<file path="config.mk">
export PLATFORM = sky130hd
export DESIGN_NAME = irq_pending_and_host_pins
export DESIGN_NICKNAME = d
export VERILOG_FILES = /design/src/logic/irq_pkg.sv /design/src/logic/sync_bank.sv /design/src/logic/irq_pending_and_host_pins.sv
export SDC_FILE = /design/constraint.sdc
export NUM_CORES = 1
export LEC_CHECK = 0
export BUFFER_PORTS_ARGS = -buffer_cell sky130_fd_sc_hd__buf_2
export CAP_MARGIN = 20
export CELL_PAD_IN_SITES_DETAIL_PLACEMENT = 1
export CELL_PAD_IN_SITES_GLOBAL_PLACEMENT = 1
export CORE_ASPECT_RATIO = 1.2
export CORE_MARGIN = 4
export CORE_UTILIZATION = 30
export CTS_CLUSTER_DIAMETER = 100
export DETAILED_ROUTE_END_ITERATION = 16
export PLACE_DENSITY_LB_ADDON = 0.1
export SYNTH_ARGS = -nofsm -noshare
export SYNTH_HDL_FRONTEND = slang
export SYNTH_SLANG_ARGS = --single-unit
</file>
<file path="constraint.sdc">
create_clock -name clk -period 2 [get_ports clk]
set_clock_uncertainty 0.2 [all_clocks]
set_input_delay 0.4 -clock clk [delete_from_list [all_inputs] [get_ports clk]]
set_output_delay 0.4 -clock clk [all_outputs]
set_load 0.02 [all_outputs]
</file>
<file path="src/logic/irq_pkg.sv">
// Shared constants and carrier types for the pending-flag and host pin block
package irq_pkg;

    // ==========================================================
    // Geometry
    localparam int NUM_SOURCES = 32;
    localparam int NUM_HOST_PINS = 4;
    localparam int SETTING_FIELD_W = 4;
    localparam int MODE_BIT = 3;          // Top bit of each setting field: 1 = level
    localparam int SYNC_STAGES = 2;

    // ==========================================================
    // Register byte offsets on the Wishbone slave
    localparam logic [7:0] OFF_PENDING_FLAGS = 8'h00;
    localparam logic [7:0] OFF_PENDING_CLEAR = 8'h04;
    localparam logic [7:0] OFF_SOURCE_MASK = 8'h08;
    localparam logic [7:0] OFF_SETTING0 = 8'h0c;
    localparam logic [7:0] OFF_SETTING1 = 8'h10;
    localparam logic [7:0] OFF_SETTING2 = 8'h14;
    localparam logic [7:0] OFF_SETTING3 = 8'h18;
    localparam logic [7:0] OFF_HOST_IRQ_CONTROL = 8'h1c;

    // ==========================================================
    // Host control field positions
    localparam int HOST_VALUE_LSB = 0;
    localparam int HOST_ENABLE_LSB = 4;
    localparam int HOST_SENSE_LSB = 8;

    // ==========================================================
    // Source numbers
    localparam int SRC_PCI_FIRST = 0;
    localparam int SRC_USER = 4;
    localparam int SRC_HOST_COMM = 28;
    localparam logic [31:0] RESERVED_SOURCES = 32'h0df8_0000; // 19..24, 26..27
    localparam logic [31:0] SOFTWARE_SOURCES = 32'hf000_0000; // 28..31
    localparam logic [31:0] PIN_SOURCES = 32'h0000_001f;      // 0..4

    // ==========================================================
    // Values after reset
    localparam logic [31:0] RESET_WORD = 32'h0000_0000;
    localparam logic [127:0] RESET_SETTING = 128'h0;
    localparam logic [3:0] RESET_HOST = 4'h0;

    // ==========================================================
    // Carrier types
    typedef struct packed {
        logic cyc;
        logic stb;
        logic we;
        logic [7:0] adr;
        logic [3:0] sel;
        logic [31:0] dat;
    } wb_req_t;

    typedef struct packed {
        logic ack;
        logic [31:0] dat;
    } wb_rsp_t;

    typedef struct packed {
        logic [3:0] driveLow;   // Output value, always low when driven
        logic [3:0] oeN;        // Low while the pin is pulled low
    } host_pins_t;

endpackage : irq_pkg

</file>
<file path="src/logic/sync_bank.sv">
// Two-flop synchroniser bank for asynchronous pin inputs
`timescale 1ns/1ps

module sync_bank #(
    parameter int WIDTH = 5
) (
    // Clock and reset
    input wire logic clk,
    input wire logic rstn,
    // Asynchronous in, synchronous out
    input wire logic [WIDTH-1:0] async,
    output logic [WIDTH-1:0] synced
);

    // ==========================================================
    // Stage registers
    logic [WIDTH-1:0] stage1;

    // First stage feeds only the second stage, nothing else looks at it
    always_ff @(posedge clk or negedge rstn) begin
        if (!rstn) begin
            stage1 <= '0;
            synced <= '0;
        end else begin
            stage1 <= async;
            synced <= stage1;
        end
    end

endmodule : sync_bank

</file>
<file path="src/logic/irq_pending_and_host_pins.sv">
// Pending-flag registers, source modes and host interrupt pins behind Wishbone
`timescale 1ns/1ps

// What this block does
// RULE1 - Level-mode bits read back the live request line, not a latch.
// RULE2 - Edge-mode bit reads 1 only while captured and not yet dispatched.
// RULE3 - Writing pending flags sets each edge-mode source written with 1.
// RULE4 - Pending and clear writes leave level-mode sources untouched.
// RULE5 - Software-raised requests only wait pending; no immediate trap.
// RULE6 - Software may raise any of the 32 sources; prefer free ones.
// RULE7 - Another bus master may raise sources through the same register.
// RULE8 - Clear register reads back exactly the pending flags.
// RULE9 - Writing the clear register drops each edge-mode flag written with 1.
// RULE10 - A hardware set in the same cycle as a clear wins.
// RULE11 - Handler software should save and zero the mask before jumping.
// RULE12 - Pins feed sources 0..3 and source 4, all in either mode.
// RULE13 - Bus interrupt inputs are active low; falling edge in edge mode.
// RULE14 - User request pin is active high.
// RULE15 - Sources 19..24, 26..27 unconnected; 28..31 software edge sources.
// RULE16 - Each host pin has its own drive-enable bit.
// RULE17 - Enabled pin with assert value 1 is pulled low, else undriven.
// RULE18 - Sense bits read 1 while the host pin is electrically low.
// RULE19 - Unused host pins serve as software-controlled I/O.
// RULE20 - Hardware never changes host pins on its own.
// RULE21 - Top bit of each setting field selects edge (0) or level (1).
// RULE22 - In edge mode a leading edge sets the flag until dispatch or clear.
// RULE23 - Dispatch of an edge-mode vector drops its pending flag.
// RULE24 - Reset zeroes pending flags, clear state and source mask.
// RULE25 - Pins are synchronised to the clock before edge or level use.
// RULE26 - Host control bits reset to zero, all drivers disabled.
module irq_pending_and_host_pins
    import irq_pkg::*;
#(
    parameter int NSRC = NUM_SOURCES
) (
    // Clock and reset
    input wire logic clk,
    input wire logic rstn,
    // Wishbone slave
    input wire wb_req_t wbReq,
    output wb_rsp_t wbRsp,
    // On-chip request lines, same clock, active high
    input wire logic [NSRC-1:0] deviceRequest,
    // Vector dispatch from the arbiter
    input wire logic dispatchValid,
    input wire logic [4:0] dispatchSource,
    // Toward the arbiter
    output logic [NSRC-1:0] pendingFlags,
    output logic [NSRC-1:0] sourceMask,
    output logic [NSRC*SETTING_FIELD_W-1:0] sourceSetting,
    // External pins: host interrupt pins double as bus interrupt inputs
    input wire logic [NUM_HOST_PINS-1:0] hostIrqIn,
    output host_pins_t hostIrqPins,
    input wire logic userRequestPin
);

    // ==========================================================
    // State
    typedef struct packed {
        wb_rsp_t rsp;
        logic [NSRC-1:0] edgeFlag;
        logic [NSRC-1:0] prevLine;
        logic [NSRC-1:0] pendingView;
        logic [NSRC-1:0] mask;
        logic [NSRC*SETTING_FIELD_W-1:0] setting;
        logic [NUM_HOST_PINS-1:0] pinAssertValue;
        logic [NUM_HOST_PINS-1:0] pinDriveEnable;
        host_pins_t pins;
    } state_t;

    state_t st;
    state_t next_st;

    // ==========================================================
    // Helpers

    // Byte-lane merge used by the mask and setting registers
    function automatic logic [31:0] laneMerge(input logic [31:0] old,
                                              input logic [31:0] wdat,
                                              input logic [3:0] sel);
        logic [31:0] res;
        res = old;
        for (int b = 0; b < 4; b++) begin
            if (sel[b]) begin
                res[b*8 +: 8] = wdat[b*8 +: 8];
            end
        end
        return res;
    endfunction : laneMerge

    // Byte-lane qualified write bits for set and clear strobes
    function automatic logic [31:0] laneBits(input logic [31:0] wdat,
                                             input logic [3:0] sel);
        logic [31:0] res;
        res = '0;
        for (int b = 0; b < 4; b++) begin
            if (sel[b]) begin
                res[b*8 +: 8] = wdat[b*8 +: 8];
            end
        end
        return res;
    endfunction : laneBits

    // Software-visible pending word: live line for level, flag for edge
    function automatic logic [31:0] pendingWord(input logic [31:0] levelMode,
                                                input logic [31:0] line,
                                                input logic [31:0] flag);
        return (levelMode & line) | (~levelMode & flag);
    endfunction : pendingWord

    // ==========================================================
    // Pin synchronisers
    logic [NUM_HOST_PINS:0] pinSynced;

    sync_bank #(
        .WIDTH(NUM_HOST_PINS + 1)
    ) u_pin_sync (
        .clk(clk),
        .rstn(rstn),
        .async({userRequestPin, ~hostIrqIn}),
        .synced(pinSynced)
    );  // RULE25

    // ==========================================================
    // Request lines and mode decode
    logic [NSRC-1:0] requestLine;
    logic [NSRC-1:0] levelMode;
    logic [NUM_HOST_PINS-1:0] pinLow;

    // Host pins inverted ahead of the flops, so reset shows them idle, not a false edge
    assign pinLow = pinSynced[NUM_HOST_PINS-1:0]; // RULE13 RULE18

    // Collect lines per source
    always_comb begin
        requestLine = deviceRequest & ~(RESERVED_SOURCES | SOFTWARE_SOURCES | PIN_SOURCES); // RULE15
        requestLine[SRC_PCI_FIRST +: NUM_HOST_PINS] = pinLow; // RULE12
        requestLine[SRC_USER] = pinSynced[NUM_HOST_PINS]; // RULE14
        for (int i = 0; i < NSRC; i++) begin
            levelMode[i] = st.setting[i*SETTING_FIELD_W + MODE_BIT]; // RULE21
        end
    end

    // ==========================================================
    // Bus decode
    logic busHit;
    logic wrStrobe;
    logic [31:0] wrBits;

    // One request per ack; the ack register blocks a second hit
    assign busHit = wbReq.cyc && wbReq.stb && !st.rsp.ack;
    assign wrStrobe = busHit && wbReq.we;
    assign wrBits = laneBits(wbReq.dat, wbReq.sel);

    // ==========================================================
    // Next-state logic
    logic [NSRC-1:0] edgeSet;
    logic [NSRC-1:0] edgeClear;
    logic [NSRC-1:0] dispatchBit;
    logic [NSRC-1:0] leadingEdge;
    logic [NSRC-1:0] currentView;
    logic [31:0] readWord;
    logic [31:0] hostWord;

    always_comb begin
        next_st = st;

        // Leading edge of each synchronised or on-chip line
        leadingEdge = requestLine & ~st.prevLine; // RULE22
        next_st.prevLine = requestLine;

        dispatchBit = '0;
        if (dispatchValid) begin
            dispatchBit[dispatchSource] = 1'b1;
        end

        // Set sources: hardware edge and software or remote write of 1s
        edgeSet = leadingEdge; // RULE22
        edgeClear = dispatchBit; // RULE23
        if (wrStrobe && wbReq.adr == OFF_PENDING_FLAGS) begin
            edgeSet = edgeSet | wrBits; // RULE3 RULE6 RULE7
        end
        if (wrStrobe && wbReq.adr == OFF_PENDING_CLEAR) begin
            edgeClear = edgeClear | wrBits; // RULE9
        end

        // Set beats clear; level sources hold no flag at all
        next_st.edgeFlag = (edgeSet | (st.edgeFlag & ~edgeClear)) & ~levelMode; // RULE10 RULE4

        // Flag only waits for the arbiter, nothing here traps
        currentView = pendingWord(levelMode, requestLine, st.edgeFlag); // RULE1 RULE2
        next_st.pendingView = pendingWord(levelMode, requestLine, next_st.edgeFlag); // RULE5

        // Host control word as software reads it
        hostWord = '0;
        hostWord[HOST_VALUE_LSB +: NUM_HOST_PINS] = st.pinAssertValue;
        hostWord[HOST_ENABLE_LSB +: NUM_HOST_PINS] = st.pinDriveEnable;
        hostWord[HOST_SENSE_LSB +: NUM_HOST_PINS] = pinLow; // RULE18

        // Register writes
        if (wrStrobe) begin
            case (wbReq.adr)
                OFF_SOURCE_MASK: begin
                    next_st.mask = laneMerge(st.mask, wbReq.dat, wbReq.sel);
                end
                OFF_SETTING0: begin
                    next_st.setting[0 +: 32] = laneMerge(st.setting[0 +: 32],
                                                         wbReq.dat, wbReq.sel);
                end
                OFF_SETTING1: begin
                    next_st.setting[32 +: 32] = laneMerge(st.setting[32 +: 32],
                                                          wbReq.dat, wbReq.sel);
                end
                OFF_SETTING2: begin
                    next_st.setting[64 +: 32] = laneMerge(st.setting[64 +: 32],
                                                          wbReq.dat, wbReq.sel);
                end
                OFF_SETTING3: begin
                    next_st.setting[96 +: 32] = laneMerge(st.setting[96 +: 32],
                                                          wbReq.dat, wbReq.sel);
                end
                OFF_HOST_IRQ_CONTROL: begin
                    // Sense bits are read-only and ignore the write
                    if (wbReq.sel[0]) begin
                        next_st.pinAssertValue = wbReq.dat[HOST_VALUE_LSB +: NUM_HOST_PINS];
                        next_st.pinDriveEnable = wbReq.dat[HOST_ENABLE_LSB +: NUM_HOST_PINS];
                    end // RULE16 RULE19 RULE20
                end
                default: begin
                end
            endcase
        end

        // Read mux; unmapped offsets answer zero
        case (wbReq.adr)
            OFF_PENDING_FLAGS: readWord = currentView;
            OFF_PENDING_CLEAR: readWord = currentView; // RULE8
            OFF_SOURCE_MASK: readWord = st.mask;
            OFF_SETTING0: readWord = st.setting[0 +: 32];
            OFF_SETTING1: readWord = st.setting[32 +: 32];
            OFF_SETTING2: readWord = st.setting[64 +: 32];
            OFF_SETTING3: readWord = st.setting[96 +: 32];
            OFF_HOST_IRQ_CONTROL: readWord = hostWord;
            default: readWord = RESET_WORD;
        endcase

        // Ack one cycle after the request, dropped the cycle after
        next_st.rsp.ack = busHit;
        next_st.rsp.dat = (busHit && !wbReq.we) ? readWord : RESET_WORD;

        // Open-drain pins follow software bits only, never hardware events
        next_st.pins.driveLow = '0;
        next_st.pins.oeN = ~(next_st.pinDriveEnable & next_st.pinAssertValue); // RULE17 RULE20
    end

    // ==========================================================
    // State register
    always_ff @(posedge clk or negedge rstn) begin
        if (!rstn) begin
            st.rsp.ack <= 1'b0;
            st.rsp.dat <= RESET_WORD;
            st.edgeFlag <= RESET_WORD; // RULE24
            st.prevLine <= RESET_WORD;
            st.pendingView <= RESET_WORD;
            st.mask <= RESET_WORD; // RULE24
            st.setting <= RESET_SETTING;
            st.pinAssertValue <= RESET_HOST; // RULE26
            st.pinDriveEnable <= RESET_HOST; // RULE26
            st.pins.driveLow <= RESET_HOST;
            st.pins.oeN <= ~RESET_HOST;
        end else begin
            st <= next_st;
        end
    end

    // ==========================================================
    // Outputs, all from the state register
    assign wbRsp = st.rsp;
    assign pendingFlags = st.pendingView;
    assign sourceMask = st.mask;
    assign sourceSetting = st.setting;
    assign hostIrqPins = st.pins;

endmodule : irq_pending_and_host_pins

</file>
==> results.json, run 1 <==
{
  "r2r_cells": 6,
  "design_area_um2": 18700,
  "ant_nets": 0,
  "utilization_pct": 38.1,
  "period_minus_slack_ps": 1990,
  "detailed_place_hpwl_um": 42600,
  "drc": 0,
  "holdWs_ps": 29.1,
  "ys_seq_area_share_pct": 48.3,
  "status": "finished clean",
  "rr_endpoint": "hostWord[3]",
  "cp_top_family": "simple AND/OR/NAND/NOR gates",
  "place_area_um2": 17000,
  "r2r_slack_ps": 7,
  "criticalPathCategory": "reg -> reg",
  "wire_per_inst_um": 26.1,
  "syn_to_final_growth_pct": 25.6,
  "worstMarginPinSlew_ps": 615,
  "fp.dieW_um": 211,
  "maxCapViolCount": 0,
  "initialDrtViolationCount": 522,
  "crit_end": "hostWord[3]",
  "dieHeight_um": 252,
  "grtUsageTotal_pct": 21.2,
  "synth-edff-count": 0,
  "max-slew-margin-rel_pct": 59.0,
  "fin_crit_sh_pct": 99.7,
  "arrival_ps": 2210,
  "cp_cell_sequence": "nand3b_1 -> inv_1 -> buf_4 -> and4_1 -> buf_12 -> mux2_2",
  "cp-startpoint": "wbRsp[32]",
  "initial_core_util_pct": 30.3,
  "cts_made_buffers": 35,
  "end_kind": "flop",
  "crit_cells": 6,
  "vias": 11076,
  "start_kind": "flop",
  "syn_area_um2": 14900,
  "crit_slowest_cell": "dfrtp_1",
  "dr.pass1.iters": 5,
  "finalSetupViolations": 0,
  "grt_pass1_vias": 11982,
  "grt-ovfl-total": 0,
  "path_buf_inv": 3,
  "hold_path.class": "in -> reg",
  "clk_latency_ps": 540,
  "yosysWarnings": 0,
  "rsz0062_at_grt": "yes",
  "cts_tree": "yes",
  "io_pins": 325,
  "ys_ff_latch": 287,
  "avgViaCountPerCell": 5.02,
  "p_leak_nw": 9.06,
  "synth_area_per_cell_um2": 11.5,
  "timing.final.ws_setup_ps": 6.74,
  "nNetsFinal": 1637,
  "final_hold_viol_count": 0,
  "fin_tns_setup_ps": 0,
  "maxSlewViolCount": 0,
  "antenna_found_initial": 5,
  "ir_drop_v": 0.000512,
  "async_flop_share_pct": 100,
  "die_area_um2": 53200,
  "routed_wirelength_um": 57700,
  "crit_required_ps": 2210,
  "fmax_mhz": 502,
  "netlist_instances": 1296,
  "grt_pass1_wl_um": 84100,
  "gp_congestion": 0.838,
  "final_layout_size_suffix_gt1_share_pct": 49.6,
  "clock-sinks": 287,
  "htreeDepth": 2,
  "cts_buffer_depth": 3,
  "p_per_area_nw_per_um2": 724,
  "clockRootBuffer": "clkbuf_16",
  "port_buffers": 303,
  "synth_flop_cell": "dfrtp_1",
  "cpPeakStageDelay_ps": 410,
  "grt_start_max_net_pins": 58,
  "synth_cell_types": 66,
  "dpl_worst_slack_ps": -435,
  "core_area_um2": 49100,
  "critPathMaxFanout": 14,
  "fp-row-count": 89,
  "r2r-start": "wbRsp[32]",
  "cts.clk_slew.worst_paths_ps": 60
}
-- power breakdown --
| part | switching [mW] | leakage [nW] | internal (mW) |
|---|---|---|---|
| combinational | 0.688 | 4.78 | 0.426 |
| clock | 2.57 | 0.565 | 3.89 |
| sequential | 0.0590 | 3.71 | 5.90 |
-- timing repair --
action / 4_1_cts / 5_1_grt
hold buffers: 42 / 0
hold endpoints to repair: 381 / 0
gates resized for setup: 18 / 29
pin swaps: 1 / 4
buffers inserted: 1 / 2
gates cloned: 0 / 2
setup endpoints to repair: 90 / 102
-- layout by cell type (no fill, tap or decap), types with 9 or more instances in the layout --
cell type / netlist / final
dlygate4sd3_1: 0 / 42
mux4_2: 12 / 12
nor3_1: 12 / 11
buf_2: 15 / 300
nand3_1: 23 / 15
a21oi_2: 0 / 14
mux2_2: 176 / 161
buf_12: 0 / 30
a21oi_1: 37 / 23
buf_4: 236 / 117
nor2_1: 19 / 18
clkbuf_1: 30 / 9
dfrtp_1: 283 / 273
nand4_1: 14 / 14
o21ai_0: 66 / 52
nand2_1: 64 / 60
nor2b_1: 9 / 9
o211ai_1: 12 / 12
a221oi_1: 9 / 9
a22o_1: 12 / 12
o311ai_0: 26 / 21
clkbuf_16: 0 / 39
a22oi_1: 10 / 10
nand2b_1: 19 / 19
o21ai_1: 2 / 15
mux2_4: 0 / 15
dfrtp_2: 0 / 10
mux2i_1: 37 / 37
inv_1: 34 / 34
-- layer usage --
layer / share of wire [%] / vias up / GRT usage [%] / wire [um]
met5: 0.049 / - / 0 / 28
met4: 2.1 / 6 / 4.67 / 1210
met3: 5.0 / 67 / 4.02 / 2900
met2: 48 / 294 / 35.1 / 27900
met1: 44 / 5742 / 29.1 / 25600
li1: - / 4967 / - / -
-- area by class of cell --
cell class | instances | area (um2)
fillers | 5386 | 30400
well taps | 637 | 797
clock buffers | 53 | 1060
diodes | 2 | 5.00
inverters | 34 | 128
multi-input cells | 689 | 5880
repair buffers | 498 | 3530
flip-flops and latches | 287 | 7200
clock inverters | 8 | 92.6
-- state kept, by name (all words and copies together), names as in the netlist --
register,flops
sourceSetting,128
st,46
wbRsp,33
sourceMask,32
pendingFlags,26
hostWord,8
u_pin_sync.stage1,5
u_pin_sync.synced,5
hostIrqPins,4
-- cell usage after synthesis (4+ instances only) --
cell type  count  share of area [%]
dfrtp_1      283                 48
buf_4        236                 12
mux2_2       176                 13
o21ai_0       66                2.2
nand2_1       64                1.6
a21oi_1       37                1.2
mux2i_1       37                2.5
inv_1         34               0.86
clkbuf_1      30               0.76
o311ai_0      26                1.5
nand3_1       23               0.77
nand2b_1      19               0.80
nor2_1        19               0.48
buf_2         15               0.50
nand4_1       14               0.59
a22o_1        12               0.71
mux4_2        12                1.8
nor3_1        12               0.40
o211ai_1      12               0.61
a22oi_1       10               0.50
a221oi_1       9               0.53
nor2b_1        9               0.38
o32ai_1        9               0.53
and2_1         8               0.34
nand4b_1       7               0.41
a21boi_0       6               0.30
a31oi_1        6               0.25
nand3_2        6               0.40
nand3b_1       6               0.30
a31o_2         5               0.29
a41o_1         5               0.34
nor3b_1        5               0.25
o22ai_1        5               0.21
a211o_1        4               0.24
buf_1          4               0.10
buf_6          4               0.30
dfstp_2        4               0.71
nor4_1         4               0.17
nor4bb_1       4               0.27
o2bb2ai_1      4               0.24
-- logic make-up after synthesis --
logic type,count (synthesis),synth area share [%]
muxes,226,17.7
DFF,287,48.3
AOI/OAI and AO/OA,232,10.7
other,1,0.0252
buffers and inverters,323,14.4
and+or+nand+nor,227,8.85
-- stage by stage --
stage	instances	total power, mW
after detailed placement	2098	7.11
final	2208	13.5
after floorplan	1299	6.50
after global routing	2207	14.1
after global placement	2098	7.09
after CTS	2202	13.8
-- worst min path at each step --
stage | startpoint | end | cells past startpoint
finish | wbReq[17] | sourceSetting[113] | 2
global route | wbReq[17] | sourceSetting[113] | 2
CTS | wbReq[9] | sourceSetting[73] | 2
detailed placement | rstn | sourceMask[18] | 1
global placement | rstn | sourceSetting[55] | 1
floorplan | rstn | hostWord[0] | 0
Note: power is estimated with default switching activity, not from simulation.
==> run 2: changes to the inputs <==
--- a/config.mk
+++ b/config.mk
@@ -17,4 +17,5 @@
 export PLACE_DENSITY_LB_ADDON = 0.1
 export SYNTH_ARGS = -nofsm -noshare
 export SYNTH_HDL_FRONTEND = slang
+export SYNTH_HIERARCHICAL = 1
 export SYNTH_SLANG_ARGS = --single-unit
==> results.json, run 2 <==
{
  "io_pins": 325,
  "rsz0062_at_grt": "yes",
  "gp_congestion": 0.802,
  "synth_fa_ha_area_share_pct": 0,
  "wire_per_inst_um": 25.8,
  "layout_common_cells": "buf_2 (299), dfrtp_1 (275), buf_4 (107)",
  "synth_cell_types": 58,
  "dieHeight_um": 253,
  "end_kind": "flop",
  "period_minus_slack_ps": 2070,
  "nNetsFinal": 1702,
  "die_area_um2": 53600,
  "antenna_found_initial": 5,
  "status": "finished, violations left",
  "finalSetupViolations": 49,
  "synthSimpleGateAreaFrac_pct": 10.9,
  "ys_seq_area_share_pct": 47.9,
  "yosys.cell_count.top_type": "dfrtp_1",
  "grt_pass1_vias": 12314,
  "max-slew-margin-rel_pct": 64.4,
  "synth_top_cell_by_area": "dfrtp_1",
  "grtUsageTotal_pct": 21.3,
  "largest_reg_flops": 128,
  "clock-sinks": 287,
  "final_hold_viol_count": 0,
  "port_buffers": 303,
  "holdWs_ps": 28.4,
  "synth-edff-count": 0,
  "ys_ff_latch": 287,
  "yosysWarnings": 6,
  "p_per_area_nw_per_um2": 704,
  "core_area_um2": 49300,
  "synth_top_family_by_area": "multiplexers",
  "grt_pass1_wl_um": 84800,
  "ant_nets": 0,
  "violations": "setup timing",
  "routed_wirelength_um": 58600,
  "synth_flop_cell": "dfrtp_1",
  "cts_made_buffers": 36,
  "worstMarginPinSlew_ps": 534,
  "start_kind": "input port",
  "ir_drop_v": 0.000481,
  "vias": 11283,
  "drc": 0,
  "final_layout_size_suffix_gt1_share_pct": 47.1,
  "synth_common_cells": "dfrtp_1 (283), buf_4 (233), mux2_2 (172)",
  "cts_buffer_depth": 3,
  "netlist_instances": 1357,
  "maxSlewViolCount": 0,
  "dr.pass1.iters": 5,
  "fmax_mhz": 483,
  "synth_top_area_share_pct": 47.2,
  "hold_path.class": "in -> reg",
  "initial_core_util_pct": 30.4,
  "fp.dieW_um": 212,
  "muxShareOfSynthArea_pct": 17.4,
  "maxCapViolCount": 0,
  "synth_area_per_cell_um2": 11.1,
  "clockRootBuffer": "clkbuf_16",
  "initialDrtViolationCount": 445,
  "multi_input_area_um2": 6240,
  "cts_tree": "yes",
  "synthXorXnorAreaFrac_pct": 0,
  "clk_latency_ps": 540,
  "syn_to_final_growth_pct": 28.0,
  "critPathMaxFanout": 8,
  "final_common_cell": "buf_2",
  "async_flop_share_pct": 100,
  "p_leak_nw": 9.35,
  "design_area_um2": 19200,
  "crit_required_ps": 2220,
  "fin_crit_sh_pct": 104,
  "synth.top_cells.by_area": "dfrtp_1 (47%), mux2_2 (13%), buf_4 (12%), mux2i_1 (2.7%), nand2_1 (2.7%)",
  "dpl_worst_slack_ps": -668,
  "avgViaCountPerCell": 4.97,
  "cts.clk_slew.worst_paths_ps": 60,
  "seqCellArea_um2": 7200,
  "p_total_mw": 13.5,
  "n_fill_cell": 5368,
  "timing.final.ws_setup_ps": -72.3,
  "grt-ovfl-total": 0,
  "fp-row-count": 89,
  "synth_compound_area_share_pct": 9.29,
  "place_area_um2": 17200,
  "criticalPathCategory": "in -> reg",
  "detailed_place_hpwl_um": 42900,
  "syn_area_um2": 15000,
  "htreeDepth": 2,
  "grt_start_max_net_pins": 48,
  "arrival_ps": 2290
}
[run 2: cells by family (layout without fill, tap and decap cells)]
logic type      Yosys count  in the layout
buf+inv                 338            609
simple gates            296            296
flops                   287            287
mux                     227            227
compound gates          208            208
other cells               1              8
[run 2: routing by layer]
metal	up-vias	share of wire [%]	global-route usage (%)	routed length, um
li1	5081	-	-	-
met1	5833	43	27.3	24900
met2	296	50	36.8	29300
met3	73	5.0	3.99	2900
met4	0	2.4	5.67	1390
met5	-	0	0	0
[run 2: path summary, 6_finish.rpt]
check                                           from  slack (ps)                   end  cells past startpoint
worst min-delay path                       wbReq[11]          30     sourceSetting[43]                      2
worst max register to register             wbRsp[32]         -10           hostWord[4]                      6
worst max-delay path                       wbReq[42]         -70         sourceMask[0]                      9
min in group asynchronous                       rstn         180        sourceMask[29]                      3
worst min register to register  u_pin_sync/stage1[1]         150  u_pin_sync/synced[1]                      0
max in group asynchronous                       rstn         780        hostIrqPins[3]                      4
[run 2: through the flow]
stage | utilization (%) | instances | TNS [ps]
after floorplan | - | 1360 | -36680
after global placement | 34.8 | 2150 | -116700
after detailed placement | 34.8 | 2150 | -119530
after CTS | 38.3 | 2261 | -1200
after global routing | 38.9 | 2270 | -4070
final | 38.9 | 2272 | -2360
[run 2: cell type report]
type / instances / share of cell area (%)
clock buffer: 52 / 5.43
antenna: 4 / 0.0521
multi-input combinational: 735 / 32.5
inverter: 43 / 0.841
tap: 637 / 4.15
sequential: 287 / 37.5
timing repair buffer: 507 / 19.2
clock inverter: 7 / 0.339
[run 2: power breakdown]
group | total [mW] | leakage, nW | internal [mW] | switching [mW]
clock network | 6.32 | 0.540 | 3.72 | 2.59
registers | 5.98 | 3.71 | 5.91 | 0.0688
logic | 1.21 | 5.10 | 0.449 | 0.764
[run 2: what timing repair did]
item / 4_1_cts / 5_1_grt
setup buffers: 8 / 7
hold buffers: 44 / 0
cloned: 0 / 1
pin swaps: 7 / 16
hold endpoints to repair: 377 / 0
resized for setup: 34 / 57
setup endpoints to repair: 132 / 187
[run 2: critical path, cell delays in order]
cell and delay [ps]:
buf_6 90, or4_4 580, buf_6 150, buf_8 120, nor3_4 240, buf_6 160
nand3_4 80, buf_12 160, mux2_4 290
==> run 3: changes to the inputs <==
--- a/config.mk
+++ b/config.mk
@@ -5,6 +5,7 @@
 export SDC_FILE = /design/constraint.sdc
 export NUM_CORES = 1
 export LEC_CHECK = 0
+export ABC_AREA = 1
 export BUFFER_PORTS_ARGS = -buffer_cell sky130_fd_sc_hd__buf_2
 export CAP_MARGIN = 20
 export CELL_PAD_IN_SITES_DETAIL_PLACEMENT = 1
==> results.json, run 3 <==
{
  "vias": 12566,
  "hold_path.class": "in -> reg",
  "io_pins": 325,
  "routed_wirelength_um": 56700,
  "grt_start_max_net_pins": 58,
  "synth.top_cells.by_area": "dfrtp_1 (47%), nand2_1 (14%), buf_4 (12%), o21ai_0 (6.2%), nand3_1 (5.2%)",
  "avgViaCountPerCell": 4.54,
  "synth-edff-count": 0,
  "fp-row-count": 89,
  "ir_drop_v": 0.000467,
  "p_leak_nw": 9.50,
  "final_layout_size_suffix_gt1_share_pct": 23.3,
  "initialDrtViolationCount": 523,
  "ant_nets": 0,
  "synth_common_cells": "nand2_1 (559), dfrtp_1 (283), buf_4 (236)",
  "clockRootBuffer": "clkbuf_16",
  "wire_per_inst_um": 20.5,
  "nNetsFinal": 2194,
  "grt-ovfl-total": 0,
  "dpl_worst_slack_ps": -149,
  "dr.pass1.iters": 5,
  "fin_tns_setup_ps": 0,
  "syn_to_final_growth_pct": 18.8,
  "ys_seq_area_share_pct": 47.7,
  "initial_core_util_pct": 30.5,
  "htreeDepth": 2,
  "detailed_place_hpwl_um": 42500,
  "synth_top_cell_by_area": "dfrtp_1",
  "cts_tree": "yes",
  "p_per_area_nw_per_um2": 767,
  "arrival_ps": 1310,
  "grtUsageTotal_pct": 20.9,
  "drc": 0,
  "start_kind": "flop",
  "maxCapViolCount": 0,
  "layout_common_cells": "nand2_1 (559), buf_2 (302), dfrtp_1 (279)",
  "syn_area_um2": 15100,
  "synth_top_area_share_pct": 47.0,
  "cts.clk_slew.worst_paths_ps": 60,
  "fmax_mhz": 524,
  "finalSetupViolations": 0,
  "period_minus_slack_ps": 1910,
  "cts_buffer_depth": 3,
  "cpPeakStageDelay_ps": 540,
  "antenna_found_initial": 3,
  "grt_pass1_wl_um": 84900,
  "largest_reg_flops": 128,
  "final_hold_viol_count": 0,
  "crit_required_ps": 1400,
  "final_common_cell": "nand2_1",
  "grt_pass1_vias": 13525,
  "fp.dieW_um": 213,
  "end_kind": "output port",
  "cts_made_buffers": 36,
  "dp_cells": 2666,
  "maxSlewViolCount": 0,
  "yosysWarnings": 6,
  "port_buffers": 303,
  "criticalPathCategory": "reg -> out",
  "netlist_instances": 1919,
  "crit_slowest_cell": "dfrtp_1",
  "async_flop_share_pct": 100,
  "ys_ff_latch": 287,
  "cp_top_family": "flip-flops",
  "yosys.cell_count.top_type": "nand2_1",
  "synth_cell_types": 26,
  "die_area_um2": 53900,
  "gp_congestion": 0.810,
  "cp_cell_sequence": "buf_2",
  "clk_latency_ps": 530,
  "clock-sinks": 287,
  "path_buf_inv": 1,
  "synth_flop_cell": "dfrtp_1",
  "core_area_um2": 49400,
  "dieHeight_um": 253,
  "fin_crit_sh_pct": 95.5,
  "timing.final.ws_setup_ps": 90.5,
  "synth_area_per_cell_um2": 7.85,
  "utilization_pct": 36.2,
  "status": "finished clean",
  "rsz0062_at_grt": "no",
  "critPathMaxFanout": 6,
  "instances_no_fill": 2765
}
-- run 3: cell count changes after synthesis, moves of 24 or more --
cell,previous run,this run
a21oi_1,43,13
buf_6,1,25
clkbuf_1,34,5
inv_1,43,204
mux2_2,172,0
mux2i_1,41,0
nand2_1,109,559
nand2b_1,24,0
nand3_1,33,156
nor2_1,36,169
o21ai_0,61,186
-- run 3: metal layers --
| metal | wire (um) | up-vias | global-route usage, % |
|---|---|---|---|
| met4 | 1490 | 2 | 5.73 |
| li1 | - | 6064 | - |
| met5 | 20 | - | 0 |
| met1 | 24700 | 6165 | 26.6 |
| met3 | 2150 | 66 | 3.40 |
| met2 | 28400 | 269 | 36.9 |
-- run 3: worst paths after layout --
| kind | start | endpoint | slack, ps | depth (start not counted) |
|---|---|---|---|---|
| setup / recovery | sourceSetting[27] | sourceSetting[27] | 90 | 1 |
| hold / removal | wbReq[17] | sourceSetting[113] | 30 | 3 |
| setup reg to reg | wbRsp[32] | pendingFlags[8] | 160 | 9 |
| hold reg to reg | u_pin_sync/stage1[2] | u_pin_sync/synced[2] | 150 | 0 |
| max in group asynchronous | rstn | hostIrqPins[2] | 820 | 3 |
| min in group asynchronous | rstn | pendingFlags[14] | 100 | 2 |
-- run 3: timing repair --
item / in CTS / in global routing
hold buffers: 35 / 0
resized for setup: 4 / 0
setup endpoints to repair: 4 / 0
buffers inserted: 0 / 0
endpoints found under the hold margin: 334 / 0
-- run 3: power by group --
group	switching (mW)	leakage [nW]	internal, mW
sequential	0.0985	3.70	5.96
combinational	0.789	5.22	0.389
clock	2.59	0.573	3.90
total	3.47	9.50	10.3
-- run 3: stage by stage --
step	power, mW	hold WS (ps)	instance area [um2]
after floorplan	6.81	-95.6	15100
after global placement	7.29	58.7	16400
after detailed placement	7.31	58.6	16400
after CTS	14.0	0.640	17900
after global routing	14.4	32.7	17900
final	13.7	29.7	17900
-- run 3: final cells by class --
| type | count | area [um2] |
|---|---|---|
| Antenna cell | 2 | 5.00 |
| Clock buffer | 53 | 1060 |
| Clock inverter | 9 | 98.8 |
| Fill cell | 6068 | 31500 |
| Inverter | 210 | 791 |
| Multi-Input combinational cell | 1130 | 4890 |
| Sequential cell | 287 | 7190 |
| Tap cell | 637 | 797 |
| Timing Repair Buffer | 437 | 3070 |
-- run 3: logic make-up (layout without fill, tap and decap cells) --
| family | after synthesis | in the layout | synth area share (%) |
|---|---|---|---|
| compound gates | 217 | 217 | 7.29 |
| other cells | 1 | 6 | 0.0249 |
| buf+inv | 505 | 709 | 20.0 |
| simple gates | 909 | 909 | 25.0 |
| flops | 287 | 287 | 47.7 |
-- run 3: tightest hold or removal path, stage by stage --
cell     delay, ps
buf_2          100
inv_1           70
o21ai_0        150
